## src/hw/spsd_pkg.sv

```systemverilog
`default_nettype none
package spsd_pkg;
	// ---------------------------------------------
	// Register addresses
	// ---------------------------------------------
	localparam logic [7:0] SPSD_A_DATA  = 8'h21;
	localparam logic [7:0] SPSD_A_CTRL  = 8'h22;
	localparam logic [7:0] SPSD_A_CSR   = 8'h23;
	localparam logic [7:0] SPSD_A_ISTAT = 8'h24;
	localparam logic [7:0] SPSD_A_IMASK = 8'h25;
	// ---------------------------------------------
	// Control field positions
	// ---------------------------------------------
	localparam int CR_IRQ_EN = 7;
	localparam int CR_OUT_EN = 6;
	localparam int CR_DIV2   = 5;
	localparam int CR_MASTER = 4;
	localparam int CR_CPOL   = 3;
	localparam int CR_CPHA   = 2;
	localparam int CR_RATE1  = 1;
	localparam int CR_RATE0  = 0;
	// ---------------------------------------------
	// Control/status field positions
	// ---------------------------------------------
	localparam int CS_DONE = 7;
	localparam int CS_WRITE_COLLISION_FLAG = 6;
	localparam int CS_OVR  = 5;
	localparam int CS_MODE_FAULT_FLAG = 4;
	localparam int CS_OD   = 2;
	localparam int CS_SSM  = 1;
	localparam int CS_SSI  = 0;
	// ---------------------------------------------
	// Interrupt status bits
	// ---------------------------------------------
	localparam int IS_DONE = 0;
	localparam int IS_OVR  = 1;
	localparam int IS_MODE_FAULT_FLAG = 2;
	localparam int IS_WRITE_COLLISION_FLAG = 3;
	// ---------------------------------------------
	// Reset values and counts
	// ---------------------------------------------
	localparam logic [7:0] SPSD_CTRL_RST  = 8'h00;
	localparam logic [2:0] SPSD_CSR_RST   = 3'h0;
	localparam logic [3:0] SPSD_IMASK_RST = 4'hf;
	localparam logic [3:0] SPSD_EDGE_LAST = 4'hf;
	localparam logic [6:0] SPSD_HALF_BASE = 7'h02;
	localparam int         LINK_PERIOD_NS = 125;

	typedef enum logic [1:0] {
		SPSD_IDLE,
		SPSD_XFER,
		SPSD_DONE
	} spsd_state_e;
endpackage : spsd_pkg
`default_nettype wire

```

## src/hw/spsd_core.sv

```systemverilog
// Functional notes
// - Transfer end sets done flag, interrupts.
// - Done clears: status read, then data access.
// - Data writes ignored while done unread.
// - Data write during transfer sets collision.
// - Byte ready while done set: overrun.
// - Status read clears overrun flag.
// - Master sees select low: mode fault.
// - Fault clears: status read, control write.
// - Output disable releases serial data out.
// - Select management picks internal select bit.
// - Internal select zero selects the slave.
// - Master data write starts one byte.
// - Reads return buffer copied at completion.
// - Data write loads shift register directly.
// - Mode fault clears output enable, master.
// - Four events share one gated interrupt.
//
// The address-and-strobe port was decided locally.
`timescale 1ns/100ps
`default_nettype none
module spsd_core (
	input  wire logic       ref_clk,
	input  wire logic       nrst,
	input  wire logic [7:0] addr,
	input  wire logic [7:0] wdata,
	input  wire logic       wr_en,
	input  wire logic       rd_en,
	output var  logic [7:0] rdata,
	output var  logic       irq,
	input  wire logic       sck_i,
	output var  logic       sck_o,
	output var  logic       sck_oe,
	input  wire logic       mosi_i,
	output var  logic       mosi_o,
	output var  logic       mosi_oe,
	input  wire logic       miso_i,
	output var  logic       miso_o,
	output var  logic       miso_oe,
	input  wire logic       sel_n_i
);
	import spsd_pkg::*;

	// ---------------------------------------------
	// Pin synchronisers
	// ---------------------------------------------
	logic [3:0]  pin_raw;
	logic [3:0]  pin_q1_r;
	logic [3:0]  pin_q2_r;
	logic [3:0]  pin_q3_r;
	logic [3:0]  pin_f_r;
	logic [3:0]  pin_f_nxt;
	logic        sck_prev_r;

	assign pin_raw   = {sel_n_i, miso_i, mosi_i, sck_i};
	// Filtered level moves only when stages 2 and 3 agree
	assign pin_f_nxt = (pin_q2_r & pin_q3_r)
		| (pin_f_r & (pin_q2_r ^ pin_q3_r));

	always_ff @(posedge ref_clk or negedge nrst) begin
		if (!nrst) begin
			pin_q1_r <= 4'hf;
			pin_q2_r <= 4'hf;
			pin_q3_r <= 4'hf;
			pin_f_r  <= 4'hf;
		end else begin
			pin_q1_r <= pin_raw;
			pin_q2_r <= pin_q1_r;
			pin_q3_r <= pin_q2_r;
			pin_f_r  <= pin_f_nxt;
		end
	end

	logic sck_f;
	logic mosi_f;
	logic miso_f;
	logic sel_n_f;

	assign sck_f   = pin_f_r[0];
	assign mosi_f  = pin_f_r[1];
	assign miso_f  = pin_f_r[2];
	assign sel_n_f = pin_f_r[3];

	// ---------------------------------------------
	// Registers and state
	// ---------------------------------------------
	logic [7:0]  ctrl_r;
	logic [7:0]  ctrl_nxt;
	logic [2:0]  csr_r;
	logic [2:0]  csr_nxt;
	logic        done_r;
	logic        done_nxt;
	logic        write_collision_flag_r;
	logic        write_collision_flag_nxt;
	logic        ovr_r;
	logic        ovr_nxt;
	logic        mode_fault_flag_r;
	logic        mode_fault_flag_nxt;
	logic        seen_done_r;
	logic        seen_write_collision_flag_r;
	logic        seen_mode_fault_flag_r;
	logic [3:0]  istat_r;
	logic [3:0]  istat_nxt;
	logic [3:0]  imask_r;
	logic [7:0]  rx_buf_r;
	logic [7:0]  shreg_r;
	logic [7:0]  shreg_nxt;
	logic        out_bit_r;
	logic        out_bit_nxt;
	logic        sck_r;
	logic        sck_nxt;
	logic [3:0]  edge_cnt_r;
	logic [3:0]  edge_cnt_nxt;
	logic [6:0]  div_cnt_r;
	logic [6:0]  div_cnt_nxt;
	spsd_state_e state_r;
	spsd_state_e state_nxt;

	// ---------------------------------------------
	// Bus decode
	// ---------------------------------------------
	logic a_data, a_ctrl, a_csr, a_istat, a_imask;
	logic dr_wr, dr_acc, cr_wr, cs_wr, cs_rd, is_wr, im_wr;

	assign a_data  = addr == SPSD_A_DATA;
	assign a_ctrl  = addr == SPSD_A_CTRL;
	assign a_csr   = addr == SPSD_A_CSR;
	assign a_istat = addr == SPSD_A_ISTAT;
	assign a_imask = addr == SPSD_A_IMASK;
	assign dr_wr   = wr_en & a_data;
	assign dr_acc  = (wr_en | rd_en) & a_data;
	assign cr_wr   = wr_en & a_ctrl;
	assign cs_wr   = wr_en & a_csr;
	assign cs_rd   = rd_en & a_csr;
	assign is_wr   = wr_en & a_istat;
	assign im_wr   = wr_en & a_imask;

	// ---------------------------------------------
	// Mode and select
	// ---------------------------------------------
	logic irq_en, out_en, master, cpol, cpha, sel_int_n, busy;

	assign irq_en    = ctrl_r[CR_IRQ_EN];
	assign out_en    = ctrl_r[CR_OUT_EN];
	assign master    = ctrl_r[CR_MASTER];
	assign cpol      = ctrl_r[CR_CPOL];
	assign cpha      = ctrl_r[CR_CPHA];
	assign sel_int_n = csr_r[CS_SSM] ? csr_r[CS_SSI] : sel_n_f;
	assign busy      = state_r == SPSD_XFER;

	// Half period of the master clock in ref_clk cycles
	function automatic logic [6:0] half_period(
		input logic [2:0] rate
	);
		logic [2:0] sh;
		sh = 3'h0;
		unique case (rate[1:0])
			2'b00: sh = 3'h1;
			2'b01: sh = 3'h2;
			2'b10: sh = 3'h4;
			2'b11: sh = 3'h5;
		endcase
		sh = sh - {2'b00, rate[2]};
		return SPSD_HALF_BASE << sh;
	endfunction : half_period

	logic [6:0] half_cnt;

	assign half_cnt = half_period({ctrl_r[CR_DIV2],
		ctrl_r[CR_RATE1], ctrl_r[CR_RATE0]});

	// ---------------------------------------------
	// Events
	// ---------------------------------------------
	logic fault_ev, wr_block, collide, load, m_edge, s_edge;
	logic sck_edge, leading, sample, drive, last_edge, desel;
	logic done_ev, done_clr, write_collision_flag_clr, ovr_ev, sin;

	assign fault_ev  = master & ~sel_int_n;
	assign wr_block  = done_r & ~seen_done_r;
	assign collide   = dr_wr & ~wr_block & busy;
	assign load      = dr_wr & ~wr_block & ~busy;
	assign m_edge    = busy & master & (div_cnt_r == 7'h00);
	assign s_edge    = ~master & out_en & ~sel_int_n
		& (sck_f ^ sck_prev_r);
	assign sck_edge  = m_edge | s_edge;
	assign leading   = ~edge_cnt_r[0];
	assign sample    = sck_edge & (leading ^ cpha);
	assign drive     = sck_edge & ~(leading ^ cpha);
	assign last_edge = sck_edge & (edge_cnt_r == SPSD_EDGE_LAST);
	assign desel     = ~master & sel_int_n;
	assign done_ev   = state_r == SPSD_DONE;
	assign done_clr  = dr_acc & seen_done_r;
	assign write_collision_flag_clr  = dr_acc & seen_write_collision_flag_r;
	assign ovr_ev    = done_ev & done_r & ~done_clr;
	assign sin       = master ? miso_f : mosi_f;

	// ---------------------------------------------
	// Transfer sequencer
	// ---------------------------------------------
	always_comb begin
		state_nxt = state_r;
		unique case (state_r)
			SPSD_IDLE: begin
				if (load & master & out_en) begin
					state_nxt = SPSD_XFER;
				end else if (s_edge) begin
					state_nxt = SPSD_XFER;
				end
			end
			SPSD_XFER: begin
				if (last_edge) begin
					state_nxt = SPSD_DONE;
				end
			end
			SPSD_DONE: begin
				state_nxt = SPSD_IDLE;
			end
		endcase
		if (fault_ev | desel | ~out_en) begin
			state_nxt = SPSD_IDLE;
		end
	end

	assign shreg_nxt = load ? wdata
		: sample ? {shreg_r[6:0], sin} : shreg_r;

	assign out_bit_nxt = (load & ~cpha) ? wdata[7]
		: drive ? shreg_r[7] : out_bit_r;

	assign edge_cnt_nxt = (load | desel | ~busy & ~s_edge) ? 4'h0
		: sck_edge ? edge_cnt_r + 4'h1 : edge_cnt_r;

	assign div_cnt_nxt = (~busy | m_edge) ? half_cnt - 7'h01
		: div_cnt_r - 7'h01;

	assign sck_nxt = ~(busy & master) ? cpol
		: m_edge ? ~sck_r : sck_r;

	always_ff @(posedge ref_clk or negedge nrst) begin
		if (!nrst) begin
			state_r    <= SPSD_IDLE;
			shreg_r    <= 8'h00;
			out_bit_r  <= 1'b0;
			edge_cnt_r <= 4'h0;
			div_cnt_r  <= 7'h00;
			sck_r      <= 1'b0;
			// Same level as the synchroniser, no false edge
			sck_prev_r <= 1'b1;
		end else begin
			state_r    <= state_nxt;
			shreg_r    <= shreg_nxt;
			out_bit_r  <= out_bit_nxt;
			edge_cnt_r <= edge_cnt_nxt;
			div_cnt_r  <= div_cnt_nxt;
			sck_r      <= sck_nxt;
			sck_prev_r <= sck_f;
		end
	end

	// Receive buffer, held on overrun
	always_ff @(posedge ref_clk or negedge nrst) begin
		if (!nrst) begin
			rx_buf_r <= 8'h00;
		end else if (done_ev & ~ovr_ev) begin
			rx_buf_r <= shreg_r;
		end
	end

	// ---------------------------------------------
	// Flags
	// ---------------------------------------------
	assign done_nxt = done_ev | (done_r & ~done_clr);
	assign write_collision_flag_nxt = collide | (write_collision_flag_r & ~write_collision_flag_clr);
	assign ovr_nxt  = ovr_ev | (ovr_r & ~cs_rd);
	assign mode_fault_flag_nxt = fault_ev
		| (mode_fault_flag_r & ~(cr_wr & seen_mode_fault_flag_r));

	always_ff @(posedge ref_clk or negedge nrst) begin
		if (!nrst) begin
			done_r <= 1'b0;
			write_collision_flag_r <= 1'b0;
			ovr_r  <= 1'b0;
			mode_fault_flag_r <= 1'b0;
		end else begin
			done_r <= done_nxt;
			write_collision_flag_r <= write_collision_flag_nxt;
			ovr_r  <= ovr_nxt;
			mode_fault_flag_r <= mode_fault_flag_nxt;
		end
	end

	// Status read arms the clear sequences
	always_ff @(posedge ref_clk or negedge nrst) begin
		if (!nrst) begin
			seen_done_r <= 1'b0;
			seen_write_collision_flag_r <= 1'b0;
			seen_mode_fault_flag_r <= 1'b0;
		end else begin
			seen_done_r <= (seen_done_r & ~dr_acc) | (cs_rd & done_r);
			seen_write_collision_flag_r <= (seen_write_collision_flag_r & ~dr_acc) | (cs_rd & write_collision_flag_r);
			seen_mode_fault_flag_r <= (seen_mode_fault_flag_r & ~cr_wr) | (cs_rd & mode_fault_flag_r);
		end
	end

	// ---------------------------------------------
	// Control registers
	// ---------------------------------------------
	always_comb begin
		ctrl_nxt = cr_wr ? wdata : ctrl_r;
		if (fault_ev) begin
			ctrl_nxt[CR_OUT_EN] = 1'b0;
			ctrl_nxt[CR_MASTER] = 1'b0;
		end
	end

	// Reserved bit 3 and flag bits are not stored
	assign csr_nxt = cs_wr ? wdata[2:0] : csr_r;

	assign istat_nxt = {collide, fault_ev, ovr_ev, done_ev}
		| (istat_r & ~(is_wr ? wdata[3:0] : 4'h0));

	always_ff @(posedge ref_clk or negedge nrst) begin
		if (!nrst) begin
			ctrl_r  <= SPSD_CTRL_RST;
			csr_r   <= SPSD_CSR_RST;
			istat_r <= 4'h0;
			imask_r <= SPSD_IMASK_RST;
		end else begin
			ctrl_r  <= ctrl_nxt;
			csr_r   <= csr_nxt;
			istat_r <= istat_nxt;
			if (im_wr) begin
				imask_r <= wdata[3:0];
			end
		end
	end

	// ---------------------------------------------
	// Read data
	// ---------------------------------------------
	logic [7:0] csr_view;
	logic [7:0] rd_mux;

	assign csr_view = {done_r, write_collision_flag_r, ovr_r, mode_fault_flag_r, 1'b0, csr_r};
	assign rd_mux = a_data  ? rx_buf_r
		: a_ctrl  ? ctrl_r
		: a_csr   ? csr_view
		: a_istat ? {4'h0, istat_r}
		: a_imask ? {4'h0, imask_r} : 8'h00;

	// ---------------------------------------------
	// Outputs
	// ---------------------------------------------
	logic irq_nxt;

	assign irq_nxt = irq_en & |(istat_nxt & imask_r);

	always_ff @(posedge ref_clk or negedge nrst) begin
		if (!nrst) begin
			rdata   <= 8'h00;
			irq     <= 1'b0;
			sck_oe  <= 1'b0;
			mosi_oe <= 1'b0;
			miso_oe <= 1'b0;
		end else begin
			rdata   <= rd_en ? rd_mux : 8'h00;
			irq     <= irq_nxt;
			sck_oe  <= ctrl_nxt[CR_OUT_EN] & ctrl_nxt[CR_MASTER];
			mosi_oe <= ctrl_nxt[CR_OUT_EN] & ctrl_nxt[CR_MASTER]
				& ~csr_nxt[CS_OD];
			miso_oe <= ctrl_nxt[CR_OUT_EN] & ~ctrl_nxt[CR_MASTER]
				& ~csr_nxt[CS_OD] & ~sel_int_n;
		end
	end

	always_ff @(posedge ref_clk or negedge nrst) begin
		if (!nrst) begin
			sck_o  <= 1'b0;
			mosi_o <= 1'b0;
			miso_o <= 1'b0;
		end else begin
			sck_o  <= sck_nxt;
			mosi_o <= out_bit_nxt;
			miso_o <= out_bit_nxt;
		end
	end
endmodule : spsd_core
`default_nettype wire

```

## config.mk

```make
export PLATFORM = sky130hd
export DESIGN_NAME = spsd_core
export DESIGN_NICKNAME = d
export VERILOG_FILES = /design/src/hw/spsd_pkg.sv /design/src/hw/spsd_core.sv
export SDC_FILE = /design/constraint.sdc
export NUM_CORES = 1
export LEC_CHECK = 0
export ABC_AREA = 1
export BUFFER_PORTS_ARGS = -buffer_cell sky130_fd_sc_hd__buf_2
export CORE_ASPECT_RATIO = 0.8
export CORE_UTILIZATION = 54
export DETAILED_ROUTE_END_ITERATION = 6
export MAX_ROUTING_LAYER = met4
export PLACE_DENSITY = 0.84
export SLEW_MARGIN = 0
export SYNTH_ARGS = -nofsm -noshare
export SYNTH_HDL_FRONTEND = slang
export SYNTH_SLANG_ARGS = --single-unit
```

## constraint.sdc

```tcl
create_clock -name ref_clk -period 2.1 [get_ports ref_clk]
set_clock_uncertainty 0.2 [all_clocks]
set_input_delay 0.105 -clock ref_clk [delete_from_list [all_inputs] [get_ports ref_clk]]
set_output_delay 0.105 -clock ref_clk [all_outputs]
set_load 0.1 [all_outputs]
```

Word-level counts from Yosys, hierarchy flattened:

Cells that the tools add are included.

* output and inout bits: 15
* logic and storage cells: 176
* register bits after elaboration: 86
* bits of input ports: 24

* reduce and logical (&&, ||, !) cells: 8
* add/sub/neg operators: 4
* bitwise operators: 91
* multiplexer cells: 28
* shifts and indexed selects: 1
* equality and inequality tests: 14

Operators by type and width (number)
* $mux 8: 6
* $and 1x1->1: 47
* $eq 8x6->1 const B: 5
* $mux 4: 5
* $not 1->1: 20
* $and 4x4->4: 4
* $mux 7: 2
* $or 1x1->1: 14
* $sub 7x1->7 const B: 2
* $pmux 3 s4: 1
* $mux 1: 8
* $mux 2: 4
* $or 4x4->4: 2
* $logic_not 7->1: 1
* $shl 2x3->7 const A: 1
* $eq 2x2->1 const B: 3
* $pmux 2 s3: 1
* $reduce_bool 2->1: 3
* $add 4x1->4 const B: 1
* $eq 2x1->1 const B: 2
* $eq 4x4->1 const B: 1
* $logic_not 2->1: 2
* $ne 4x4->1 const B: 1
* $not 4->4: 1
* 8 further kinds: 9

Logic depth before layout (Yosys ltp):

Gate-level depths: netlist of run 1.

* depth in word-level cells: 10
* depth in mapped cells: 15
* mapped depth without buffers: 15

Worst setup path after synthesis of run 1:

No wires, ideal clock.

* path kind: register -> register
* start: reg ctrl_r[0]
* end: reg div_cnt_r[4]
* required time: 1.778 ns
* data arrival time: 1.938 ns
* slack: -0.160 ns
* buffers on the path: 0
* clock period less this slack: 2.260 ns
* library setup time: 0.122 ns
* stages on the path, launching flop included: 15
* cell sequence: dfrtp_1 -> inv_1 -> ha_1 -> inv_1 -> ha_1 -> ha_1 -> o21bai_1 -> nand2_1 -> nor2_1 -> nand2_1 -> nand2_1 -> inv_1 -> ha_1 -> nand2_1 -> xor2_1

* longest elaborated chain between the ends: 6
* elaborated cells between the ends (all ways): 9
* those cells by class: add/sub (2); eq/ne (3); shift (1); mux (2); reduce/logical (1)

Ends and longest elaborated chain
* start: declaration: RTL line spsd_core.sv:87 `logic [7:0] ctrl_r;`
* start signal: assignment: RTL line spsd_core.sv:330 `ctrl_r <= ctrl_nxt;`
* $eq 2x2->1 (tied with other cells): RTL line spsd_core.sv:157 `unique case (rate[1:0])`
* $pmux 3 s4 (*): RTL line spsd_core.sv:157
* $sub 3x1->3 (*): RTL line spsd_core.sv:163 `sh = sh - {2'b00, rate[2]};`
* $shl 2x3->7 (*): RTL line spsd_core.sv:164 `return SPSD_HALF_BASE << sh;`
* $sub 7x1->7 (*): RTL line spsd_core.sv:234 `assign div_cnt_nxt = (~busy | m_edge) ? half_cnt - 7'h01`
* $mux 7 (*): RTL line spsd_core.sv:234
* via div_cnt_nxt[4]: RTL line spsd_core.sv:115 `logic [6:0] div_cnt_nxt;`
* end signal: assignment: RTL line spsd_core.sv:255 `div_cnt_r <= div_cnt_nxt;`
* end: declaration: RTL line spsd_core.sv:114 `logic [6:0] div_cnt_r;`

Mark *: on every way through the listed nets, which the timed path passes. The rest lies on a longest branch.
A chain may end at the register's enable or synchronous reset.

Final worst setup path of run 1:

Ends and elaborated chain as after synthesis.

==> results.yml, run 1 <==
timing:
  rsz0062_at_grt: "true"
  worst_slack_ns: -0.139
  tightest_slew_ns: 0.490
  timing.fmax_mhz: 447
  slew_headroom_pct: 67.6
  period_needed_ns: 2.24
  setup_violations: 6
  hold_violations: 0
  drv_slew: 0
  fin_crit_sh_pct: 107
flow_run:
  max_cap_violations: 0
logic_synthesis:
  syn-instance-count: 494
  synthAdderAreaFrac_pct: 4.85
  synth_xor_area_share_pct: 1.20
  ys_async_sr_fraction_pct: 100
  synth.largest_area_cell: "dfrtp_1"
  synth.mux.area_fraction_pct: 0
  synth_seq_cells: 86
  syn_area_um2: 4380
  synth-edff-count: 0
  synth_flop_cell: "dfrtp_1"
  synth_compound_area_share_pct: 9.99
  syn-mean-instance-area_um2: 8.87
  synth_top_area_share_pct: 37.1
  seq_area_frac_synth_pct: 49.7
  synth_warnings: 0
  yosys.area_share.simple_pct: 26.5
  synth.net_count: 535
  synth_area_leaders: "dfrtp_1, dfstp_2, nand2_1"
  synth_top_family_by_area: "simple AND/OR/NAND/NOR gates"
  synth_cell_types: 42
global_route:
  overflow: 0
  grt_max_degree: 41
  grt_pass1_wl_um: 17000
  antenna_found_initial: 0
  first_global_vias: 3576
  grtUsageTotal_pct: 28.2
setup_path:
  required_ns: 2.16
  worstRegToRegCells: 14
  cp.arrival_ns: 2.30
  path_max_fanout: 5
  startpoint_type: "register"
  endpoint_kind: "register"
  crit_type: "reg -> reg"
route:
  wl_per_cell_um: 15.4
  drc: 0
  postRouteWirelength_um: 10500
  ant_nets: 0
  vias: 3673
  avgViaCountPerCell: 5.43
  wl_met2_um: 4820
  top_layer: "met4"
  dr.pass1.iters: 5
  m1WireLength_um: 4640
  dr_wl_met3_um: 821
  drt_iter0_drc: 284
floorplanning:
  coreArea_um2: 7640
  boundaryPins: 39
  start_util_pct: 57.4
  dieArea_um2: 8480
  die_y_um: 82.6
  num_rows: 28
  die_x_um: 103
layout:
  area_growth_pct: 19.9
  utilization_pct: 68.8
  diodes: 0
  design_area_um2: 5250
  drive_gt1_share_pct: 30.1
  nNetsFinal: 608
power_and_ir_drop:
  p_sw_mw: 1.18
  power.leakage_nw: 2.60
  swShare_pct: 31.0
  comb_power_share_pct: 18.8
  internal_power_mw: 2.64
  seq_power_share_pct: 51.0
  clkPwrFrac_pct: 30.2
  total_power_mw: 3.82
  p_per_area_nw_per_um2: 727
  ir_worst_vdd_uv: 471
place:
  hpwl_um: 7700
  dp_slack_ns: -0.167
  gp_congestion: 0.926
  io_buffers: 38
  postPlaceCellArea_um2: 4800
clock_tree:
  cts_tree: "done"
  clk_latency_ns: 0.37
  cts_max_level: 3
  cts_buffer_depth: 2
  path_clk_slew_ns: 0.09
  root_buffer: "clkbuf_8"
  cts-buffers-inserted: 9
  clock-sinks: 86
worst_hold_path:
  min_path_cells: 4
  hp-class: "in -> reg"
status:
  status: "complete, but fails checks"
  violations: "negative setup slack"
[final cells by class]
| cell class | count | area, µm² |
|---|---|---|
| tap | 105 | 131 |
| clock buffer | 11 | 163 |
| sequential | 86 | 2180 |
| clock inverter | 5 | 35.0 |
| fill | 607 | 2380 |
| inverter | 69 | 259 |
| timing repair buffer | 71 | 493 |
| multi-input combinational | 330 | 1990 |
[layer usage]
| layer | up-vias | GRT usage [%] |
|---|---|---|
| met5 | - | - |
| met4 | 0 | 8.00 |
| met3 | 20 | 6.90 |
| met2 | 142 | 43.5 |
| met1 | 1778 | 37.2 |
| li1 | 1733 | - |
[cell usage in the layout, fill, tap and decap left out, types with 4 or more instances in the layout]
master         count
nand2_1          121
dfrtp_1           65
inv_1             53
buf_2             37
nor2_1            28
o21ai_0           24
nand3_1           21
dfstp_2           21
nand2_2           20
buf_4             17
inv_2             16
dlygate4sd3_1     16
nand4_1           13
ha_1              13
a21oi_1           10
clkbuf_8          10
nor2_4             8
nand3_2            7
o21ai_1            7
nor2_2             6
xor2_1             5
o211ai_2           5
nor3_1             4
a21o_1             4
ha_4               4
[through the flow]
stage	hold WS (ns)	std cells	TNS [ns]
2_1_floorplan	-0.391	494	-0.207
3_3_place_gp	-0.124	645	-0.214
3_5_place_dp	-0.120	645	-0.777
4_1_cts	0.00304	677	-0.719
5_1_grt	0.00336	677	-1.23
6_report	0.0209	677	-0.553
[state kept, by name, summed over array words and instances (netlist names), 7 cells and up]
register   cells
ctrl_r         8
shreg_r        8
rdata          8
div_cnt_r      7
rx_buf_r       8
[worst max-delay path, stage by stage, from the launching register on]
cell      delay [ns]
dfrtp_1         0.38
inv_2           0.04
ha_1            0.29
inv_2           0.05
ha_4            0.15
ha_4            0.15
o21bai_4        0.17
nand2_4         0.10
nor2_4          0.05
nand2_2         0.06
nand2_2         0.07
inv_2           0.07
ha_4            0.15
nand2_2         0.05
xor2_1          0.15
[power groups by stage]
stage               Sequential [mW]  Combinational, mW  Clock, mW
global placement               1.97              0.602          0
finish                         1.95              0.718       1.15
CTS                            1.94              0.660       1.18
detailed placement             1.97              0.629          0
global route                   1.96              0.803       1.25
floorplan                      1.98              0.405          0
[cells by family after synthesis]
| kind of cell | count (synthesis) |
|---|---|
| flops | 86 |
| compound gates | 67 |
| fa+ha+maj | 17 |
| buf+inv | 78 |
| simple gates | 240 |
| xor+xnor | 6 |
[synthesized netlist by cell type, types with 4 or more instances]
cell type  number
o21ai_0        25
nand3_2         5
nand2_1       129
a21o_1          4
nand3_1        23
nand2_2        14
dfstp_2        21
inv_1          59
nor2_4          4
ha_1           17
inv_2          10
o21ai_1         6
nand4_1        13
xor2_1          5
o211ai_2        5
nor2_1         32
a21oi_1        10
nor3_1          4
dfrtp_1        65
buf_6           4
nor2_2          6
[worst paths after layout]
check / to / slack, ns / startpoint
min: rdata[3] / 0.02 / addr[3]
min in group asynchronous: istat_r[0] / 0.03 / nrst
max reg2reg: div_cnt_r[4] / -0.14 / ctrl_r[0]
max in group asynchronous: pin_q1_r[1] / 1.03 / nrst
min reg2reg: pin_q2_r[0] / 0.15 / pin_q1_r[0]
max: div_cnt_r[4] / -0.14 / ctrl_r[0]
[what timing repair did]
| item | CTS | global route |
|---|---|---|
| setup endpoints to repair | 6 | 22 |
| hold buffers | 16 | 0 |
| pin swaps | 5 | 13 |
| setup buffers | 0 | 0 |
| resized for setup | 2 | 26 |
| endpoints found under the hold margin | 117 | 0 |
Note: power is estimated with default switching activity, not from simulation.
==> inputs of run 2 (changes only) <==
- ABC_AREA: 1 -> 0
- CORE_UTILIZATION: 54 -> 53
- PLACE_DENSITY: 0.84 -> 0.83
==> run 2 against run 1 <==
The run still ends with negative setup slack left; sequential share of layout area grew 1.2 points; utilization increased by 0.25 points; critical endpoint is now div_cnt_r[6]; final cell count down 19%; global-route usage fell by 2.4 points; design area is 2.9% lower; setup slack lost 0.24 ns; flip-flop and latch count did not move; synthesized cell count is 31% lower; clock-buffer cell count down 1; largest cell class unchanged; register-to-register slack worse by 0.24 ns; sequential power shrank 6%; combinational power is 33% lower.
==> results.yml, run 2 <==
timing:
  period_needed_ns: 2.48
  drv_slew: 0
  hold_slack_ns: 0.0218
  slew_headroom_pct: 57.3
  timing.fmax_mhz: 404
  hold_violations: 0
  rsz0062_at_grt: "true"
  tightest_slew_ns: 0.639
  worst_slack_ns: -0.377
  fin_crit_sh_pct: 118
  setup_violations: 18
logic_synthesis:
  synth_flop_cell: "dfrtp_1"
  synth_commonest_cells: "dfrtp_1, nand2_1, mux2_2"
  synth_area_leaders: "dfrtp_1, dfstp_2, mux2_2"
  synth.largest_area_cell: "dfrtp_1"
  synth_top_area_share_pct: 40.2
  synth_warnings: 0
  synth_cell_types: 51
  syn_area_um2: 4040
  synth_seq_cells: 86
  seq_area_frac_synth_pct: 53.9
  syn-instance-count: 342
  synth-edff-count: 0
  ys_async_sr_fraction_pct: 100
  yosysMostFrequentCell: "dfrtp_1"
  syn-mean-instance-area_um2: 11.8
  synth.net_count: 383
clock_tree:
  clock-sinks: 86
  cts_tree: "done"
  cts_max_level: 3
  cts-buffers-inserted: 9
  path_clk_slew_ns: 0.09
  cts_buffer_depth: 2
  root_buffer: "clkbuf_8"
  clk_latency_ns: 0.36
route:
  drt_iter0_drc: 196
  drc: 0
  ant_nets: 0
  postRouteWirelength_um: 9100
  wl_per_cell_um: 16.5
  vias: 3075
  dr.pass1.iters: 5
  avgViaCountPerCell: 5.58
floorplanning:
  start_util_pct: 54.7
  dieArea_um2: 7980
  die_y_um: 80.1
  num_rows: 28
  coreArea_um2: 7390
  die_x_um: 99.6
  boundaryPins: 39
status:
  status: "complete, but fails checks"
  violations: "negative setup slack"
power_and_ir_drop:
  ir_worst_vdd_uv: 481
  swShare_pct: 27.4
  internal_power_mw: 2.44
  comb_power_share_pct: 14.3
  p_per_area_nw_per_um2: 660
  clkPwrFrac_pct: 31.3
  total_power_mw: 3.37
  p_sw_uw: 923
  seq_power_share_pct: 54.4
  power.leakage_nw: 2.37
setup_path:
  required_ns: 2.18
  endpoint_kind: "register"
  r2r_end: "div_cnt_r[6]"
  startpoint_type: "register"
  worstRegToRegCells: 10
  worst-r2r-setup-slack_ns: -0.38
  cp.arrival_ns: 2.55
  crit_start: "div_cnt_r[3]"
  path_max_fanout: 2
  reg2reg_from: "div_cnt_r[3]"
  crit_type: "reg -> reg"
global_route:
  grt_max_degree: 40
  first_global_vias: 3109
  grt_pass1_wl_um: 14900
  overflow: 0
  grtUsageTotal_pct: 25.8
  antenna_found_initial: 0
place:
  gp_congestion: 0.930
  dp_slack_ns: -0.365
  postPlaceCellArea_um2: 4740
  hpwl_um: 6760
  io_buffers: 38
worst_hold_path:
  min_from: "wr_en"
  min_path_cells: 3
  holdPathEnd: "csr_r[1]"
  hp-class: "in -> reg"
layout:
  layout_commonest_cell: "dfrtp_1"
  fillers: 557
  utilization_pct: 69.0
  layout_common_cells: "dfrtp_1, buf_4, buf_2"
  area_growth_pct: 26.3
  drive_gt1_share_pct: 38.3
  nNetsFinal: 482
  diodes: 0
  design_area_um2: 5100
flow_run:
  max_cap_violations: 0
## run 2: stage by stage
step | setup TNS (ns) | cells
4_1_cts | -4.13 | 550
2_1_floorplan | -2.70 | 342
3_3_place_gp | -2.62 | 517
3_5_place_dp | -3.70 | 517
6_report | -4.25 | 551
5_1_grt | -5.81 | 551
## run 2: layer usage
metal | track usage [%] | up-vias | wire, µm
li1 | - | 1425 | -
met1 | 34.7 | 1506 | 4070
met2 | 40.1 | 124 | 4180
met3 | 4.70 | 20 | 641
met4 | 8.97 | 0 | 197
met5 | - | - | 0
## run 2: area by class of cell
type | count | area (µm²) | share of cell area [%]
Sequential cell | 86 | 2180 | 42.7
Clock inverter | 6 | 43.8 | 0.858
Multi-Input combinational cell | 231 | 1850 | 36.3
Clock buffer | 10 | 128 | 2.50
Inverter | 13 | 48.8 | 0.956
Tap cell | 105 | 131 | 2.57
Timing Repair Buffer | 100 | 722 | 14.1
## run 2: power groups by stage
stage                     Combinational, mW  Clock, mW  Sequential [mW]
after floorplan                       0.211          0             1.87
after global placement                0.409          0             1.86
after detailed placement              0.427          0             1.86
after CTS                             0.461       1.07             1.83
after global routing                  0.522       1.15             1.84
final                                 0.480       1.06             1.83
## run 2: cell families (layout without fill, tap and decap cells)
family	after synthesis	count (layout)	synth area share (%)
AO/OA/AOI/OAI	66	66	11.9
XOR/XNOR	11	11	2.38
adder cells (fa/ha/maj)	17	17	5.26
buffers and inverters	25	129	2.79
flip-flops	86	86	53.9
multiplexers	45	45	11.9
AND/OR/NAND/NOR	92	92	11.9
## run 2: worst max-delay path, stage by stage, from the launching register on
cell	delay, ns
dfrtp_1	0.39
or4b_4	0.55
buf_6	0.14
o31ai_4	0.24
nand2_2	0.09
o2bb2a_4	0.20
ha_4	0.17
buf_4	0.14
nand3_2	0.06
a21oi_2	0.05
xnor2_1	0.18
## run 2: how the worst max path moves through the flow
stage	to
after floorplan	miso_o
after global placement	div_cnt_r[4]
after detailed placement	div_cnt_r[4]
after CTS	div_cnt_r[4]
after global routing	div_cnt_r[6]
final	div_cnt_r[6]
## run 2: what timing repair did
item / 4_1_cts / 5_1_grt
hold buffers: 14 / 0
endpoints found under the hold margin: 120 / 0
pin swaps: 7 / 7
setup buffers: 4 / 2
resized for setup: 2 / 6
setup endpoints to repair: 18 / 23
==> inputs of run 3 (changes only) <==
- BUFFER_PORTS_ARGS: -buffer_cell sky130_fd_sc_hd__buf_2 -> -buffer_cell sky130_fd_sc_hd__buf_4
==> run 3 against run 2 <==
The flow still finishes with violations (negative setup slack); fmax is 4.1% higher; register-to-register slack gained 0.098 ns; design area grew 4.6%; clock power about the same; first-iteration DRC count is 16% higher; critical path depth stayed put; sequential share of layout area shrank 1.9 points; worst hold slack better by 0.016 ns; combinational power rose by 3%; critical endpoint is now div_cnt_r[4].
==> results.yml, run 3 (synthesized netlist as in run 2, its figures left out) <==
route:
  avgViaCountPerCell: 5.65
  dr.pass1.iters: 5
  drt_iter0_drc: 228
  ant_nets: 0
  vias: 3113
  postRouteWirelength_um: 9410
  wl_per_cell_um: 17.1
  drc: 0
timing:
  tightest_slew_ns: 0.752
  fin_crit_sh_pct: 113
  drv_slew: 0
  rsz0062_at_grt: "true"
  hold_slack_ns: 0.0377
  timing.fmax_mhz: 420
  slew_headroom_pct: 49.7
  hold_violations: 0
  period_needed_ns: 2.38
  setup_violations: 19
  worst_slack_ns: -0.279
clock_tree:
  cts_buffer_depth: 2
  path_clk_slew_ns: 0.09
  cts-buffers-inserted: 9
  clock-sinks: 86
  cts_tree: "done"
  root_buffer: "clkbuf_8"
  clk_latency_ns: 0.35
  cts_max_level: 3
setup_path:
  cp_top_family: "simple AND/OR/NAND/NOR gates"
  reg2reg_from: "div_cnt_r[6]"
  r2r_end: "div_cnt_r[4]"
  critPathSlowestCell: "or4b_4"
  crit_type: "reg -> reg"
  worstRegToRegCells: 10
  path_max_fanout: 3
  path_buf_inv: 1
  cp.arrival_ns: 2.47
  crit_chain: "or4b_4, buf_6, o31ai_4, nand2_2, o2bb2a_4, ha_4, nand2_4, xnor2_1, nor2_1, a21oi_1"
  max_stage_delay_ns: 0.54
  startpoint_type: "register"
  worst-r2r-setup-slack_ns: -0.28
  required_ns: 2.19
  endpoint_kind: "register"
power_and_ir_drop:
  power.leakage_nw: 2.41
  p_per_area_nw_per_um2: 631
  ir_worst_vdd_uv: 533
floorplanning:
  start_util_pct: 54.7
  die_y_um: 80.1
  coreArea_um2: 7390
  dieArea_um2: 7980
  die_x_um: 99.6
  num_rows: 28
  boundaryPins: 39
place:
  dp_cells: 516
  hpwl_um: 6630
  io_buffers: 38
  gp_congestion: 0.912
global_route:
  antenna_found_initial: 0
  grt_max_degree: 47
  overflow: 0
  first_global_vias: 3070
  grtUsageTotal_pct: 25.9
  grt_pass1_wl_um: 15100
layout:
  layout_commonest_cell: "buf_4"
  diodes: 0
  layout_common_cells: "buf_4, dfrtp_1, nand2_1"
  fillers: 488
  utilization_pct: 72.2
  seq_area_um2: 2180
  drive_gt1_share_pct: 40.8
  area_growth_pct: 32.1
  multi_input_area_um2: 1970
  instances_no_fill: 551
  nNetsFinal: 482
worst_hold_path:
  min_from: "addr[0]"
  min_path_cells: 4
  hp-class: "in -> reg"
  holdPathEnd: "rdata[0]"
status:
  status: "complete, but fails checks"
  violations: "negative setup slack"
flow_run:
  max_cap_violations: 0
[run 3: cell types whose count changed in the layout (fill, tap and decap cells not counted), moves of 3 or more]
| cell | previous run | this run |
|---|---|---|
| buf_2 | 37 | 0 |
| nand2_1 | 30 | 27 |
| dlygate4sd3_1 | 14 | 17 |
| mux2i_1 | 20 | 17 |
| buf_4 | 46 | 77 |
| mux2i_4 | 0 | 3 |
[run 3: metrics by stage]
stage | instance area [µm²] | setup TNS [ns] | power (mW) | setup WS (ns)
floorplan | 4130 | -2.70 | 2.08 | -0.310
detailed placement | 4830 | -3.67 | 2.30 | -0.307
global placement | 4830 | -2.65 | 2.28 | -0.213
global route | 5340 | -4.85 | 3.52 | -0.365
CTS | 5230 | -2.78 | 3.37 | -0.283
finish | 5340 | -3.27 | 3.37 | -0.279
[run 3: worst register-to-register path, cell delays in order, from the launching register on]
cell	delay, ns
dfrtp_1	0.38
or4b_4	0.54
buf_6	0.14
o31ai_4	0.19
nand2_2	0.10
o2bb2a_4	0.22
ha_4	0.18
nand2_4	0.07
xnor2_1	0.13
nor2_1	0.06
a21oi_1	0.11
[run 3: how the worst max path moves through the flow]
| stage | endpoint | slack (ns) | startpoint | depth (start not counted) |
|---|---|---|---|---|
| after floorplan | miso_o | -0.31 | ctrl_r[4] | 7 |
| final | div_cnt_r[4] | -0.28 | div_cnt_r[6] | 10 |
| after detailed placement | div_cnt_r[4] | -0.31 | ctrl_r[1] | 12 |
| after global placement | div_cnt_r[4] | -0.21 | div_cnt_r[6] | 10 |
| after global routing | div_cnt_r[4] | -0.37 | div_cnt_r[6] | 10 |
| after CTS | div_cnt_r[4] | -0.28 | ctrl_r[0] | 13 |
[run 3: where the power goes]
part / switching (mW) / leakage, nW / internal (mW) / total, mW
logic: 0.249 / 1.27 / 0.245 / 0.494
clock network: 0.598 / 0.0885 / 0.441 / 1.04
registers: 0.0661 / 1.05 / 1.77 / 1.84
total: 0.913 / 2.41 / 2.45 / 3.37
[run 3: final cells by class]
cell class	count	share of cell area [%]
flip-flops and latches	86	40.8
multi-input cells	231	36.9
repair buffers	100	15.7
well taps	105	2.46
clock buffers	10	2.39
inverters	13	0.914
clock inverters	6	0.820
[run 3: routing by layer]
layer / track usage, % / up-vias / share of wire (%) / routed length (µm)
li1: - / 1420 / - / -
met1: 34.9 / 1543 / 46 / 4280
met2: 40.1 / 130 / 46 / 4350
met3: 5.74 / 20 / 6.5 / 615
met4: 7.06 / 0 / 1.7 / 161
met5: - / - / 0 / 0
[run 3: what timing repair did]
item	CTS	global route
endpoints found under the hold margin	125	0
resized for setup	16	19
hold buffers	17	0
setup buffers	1	4
endpoints found under the setup margin	19	22
pin swaps	5	8
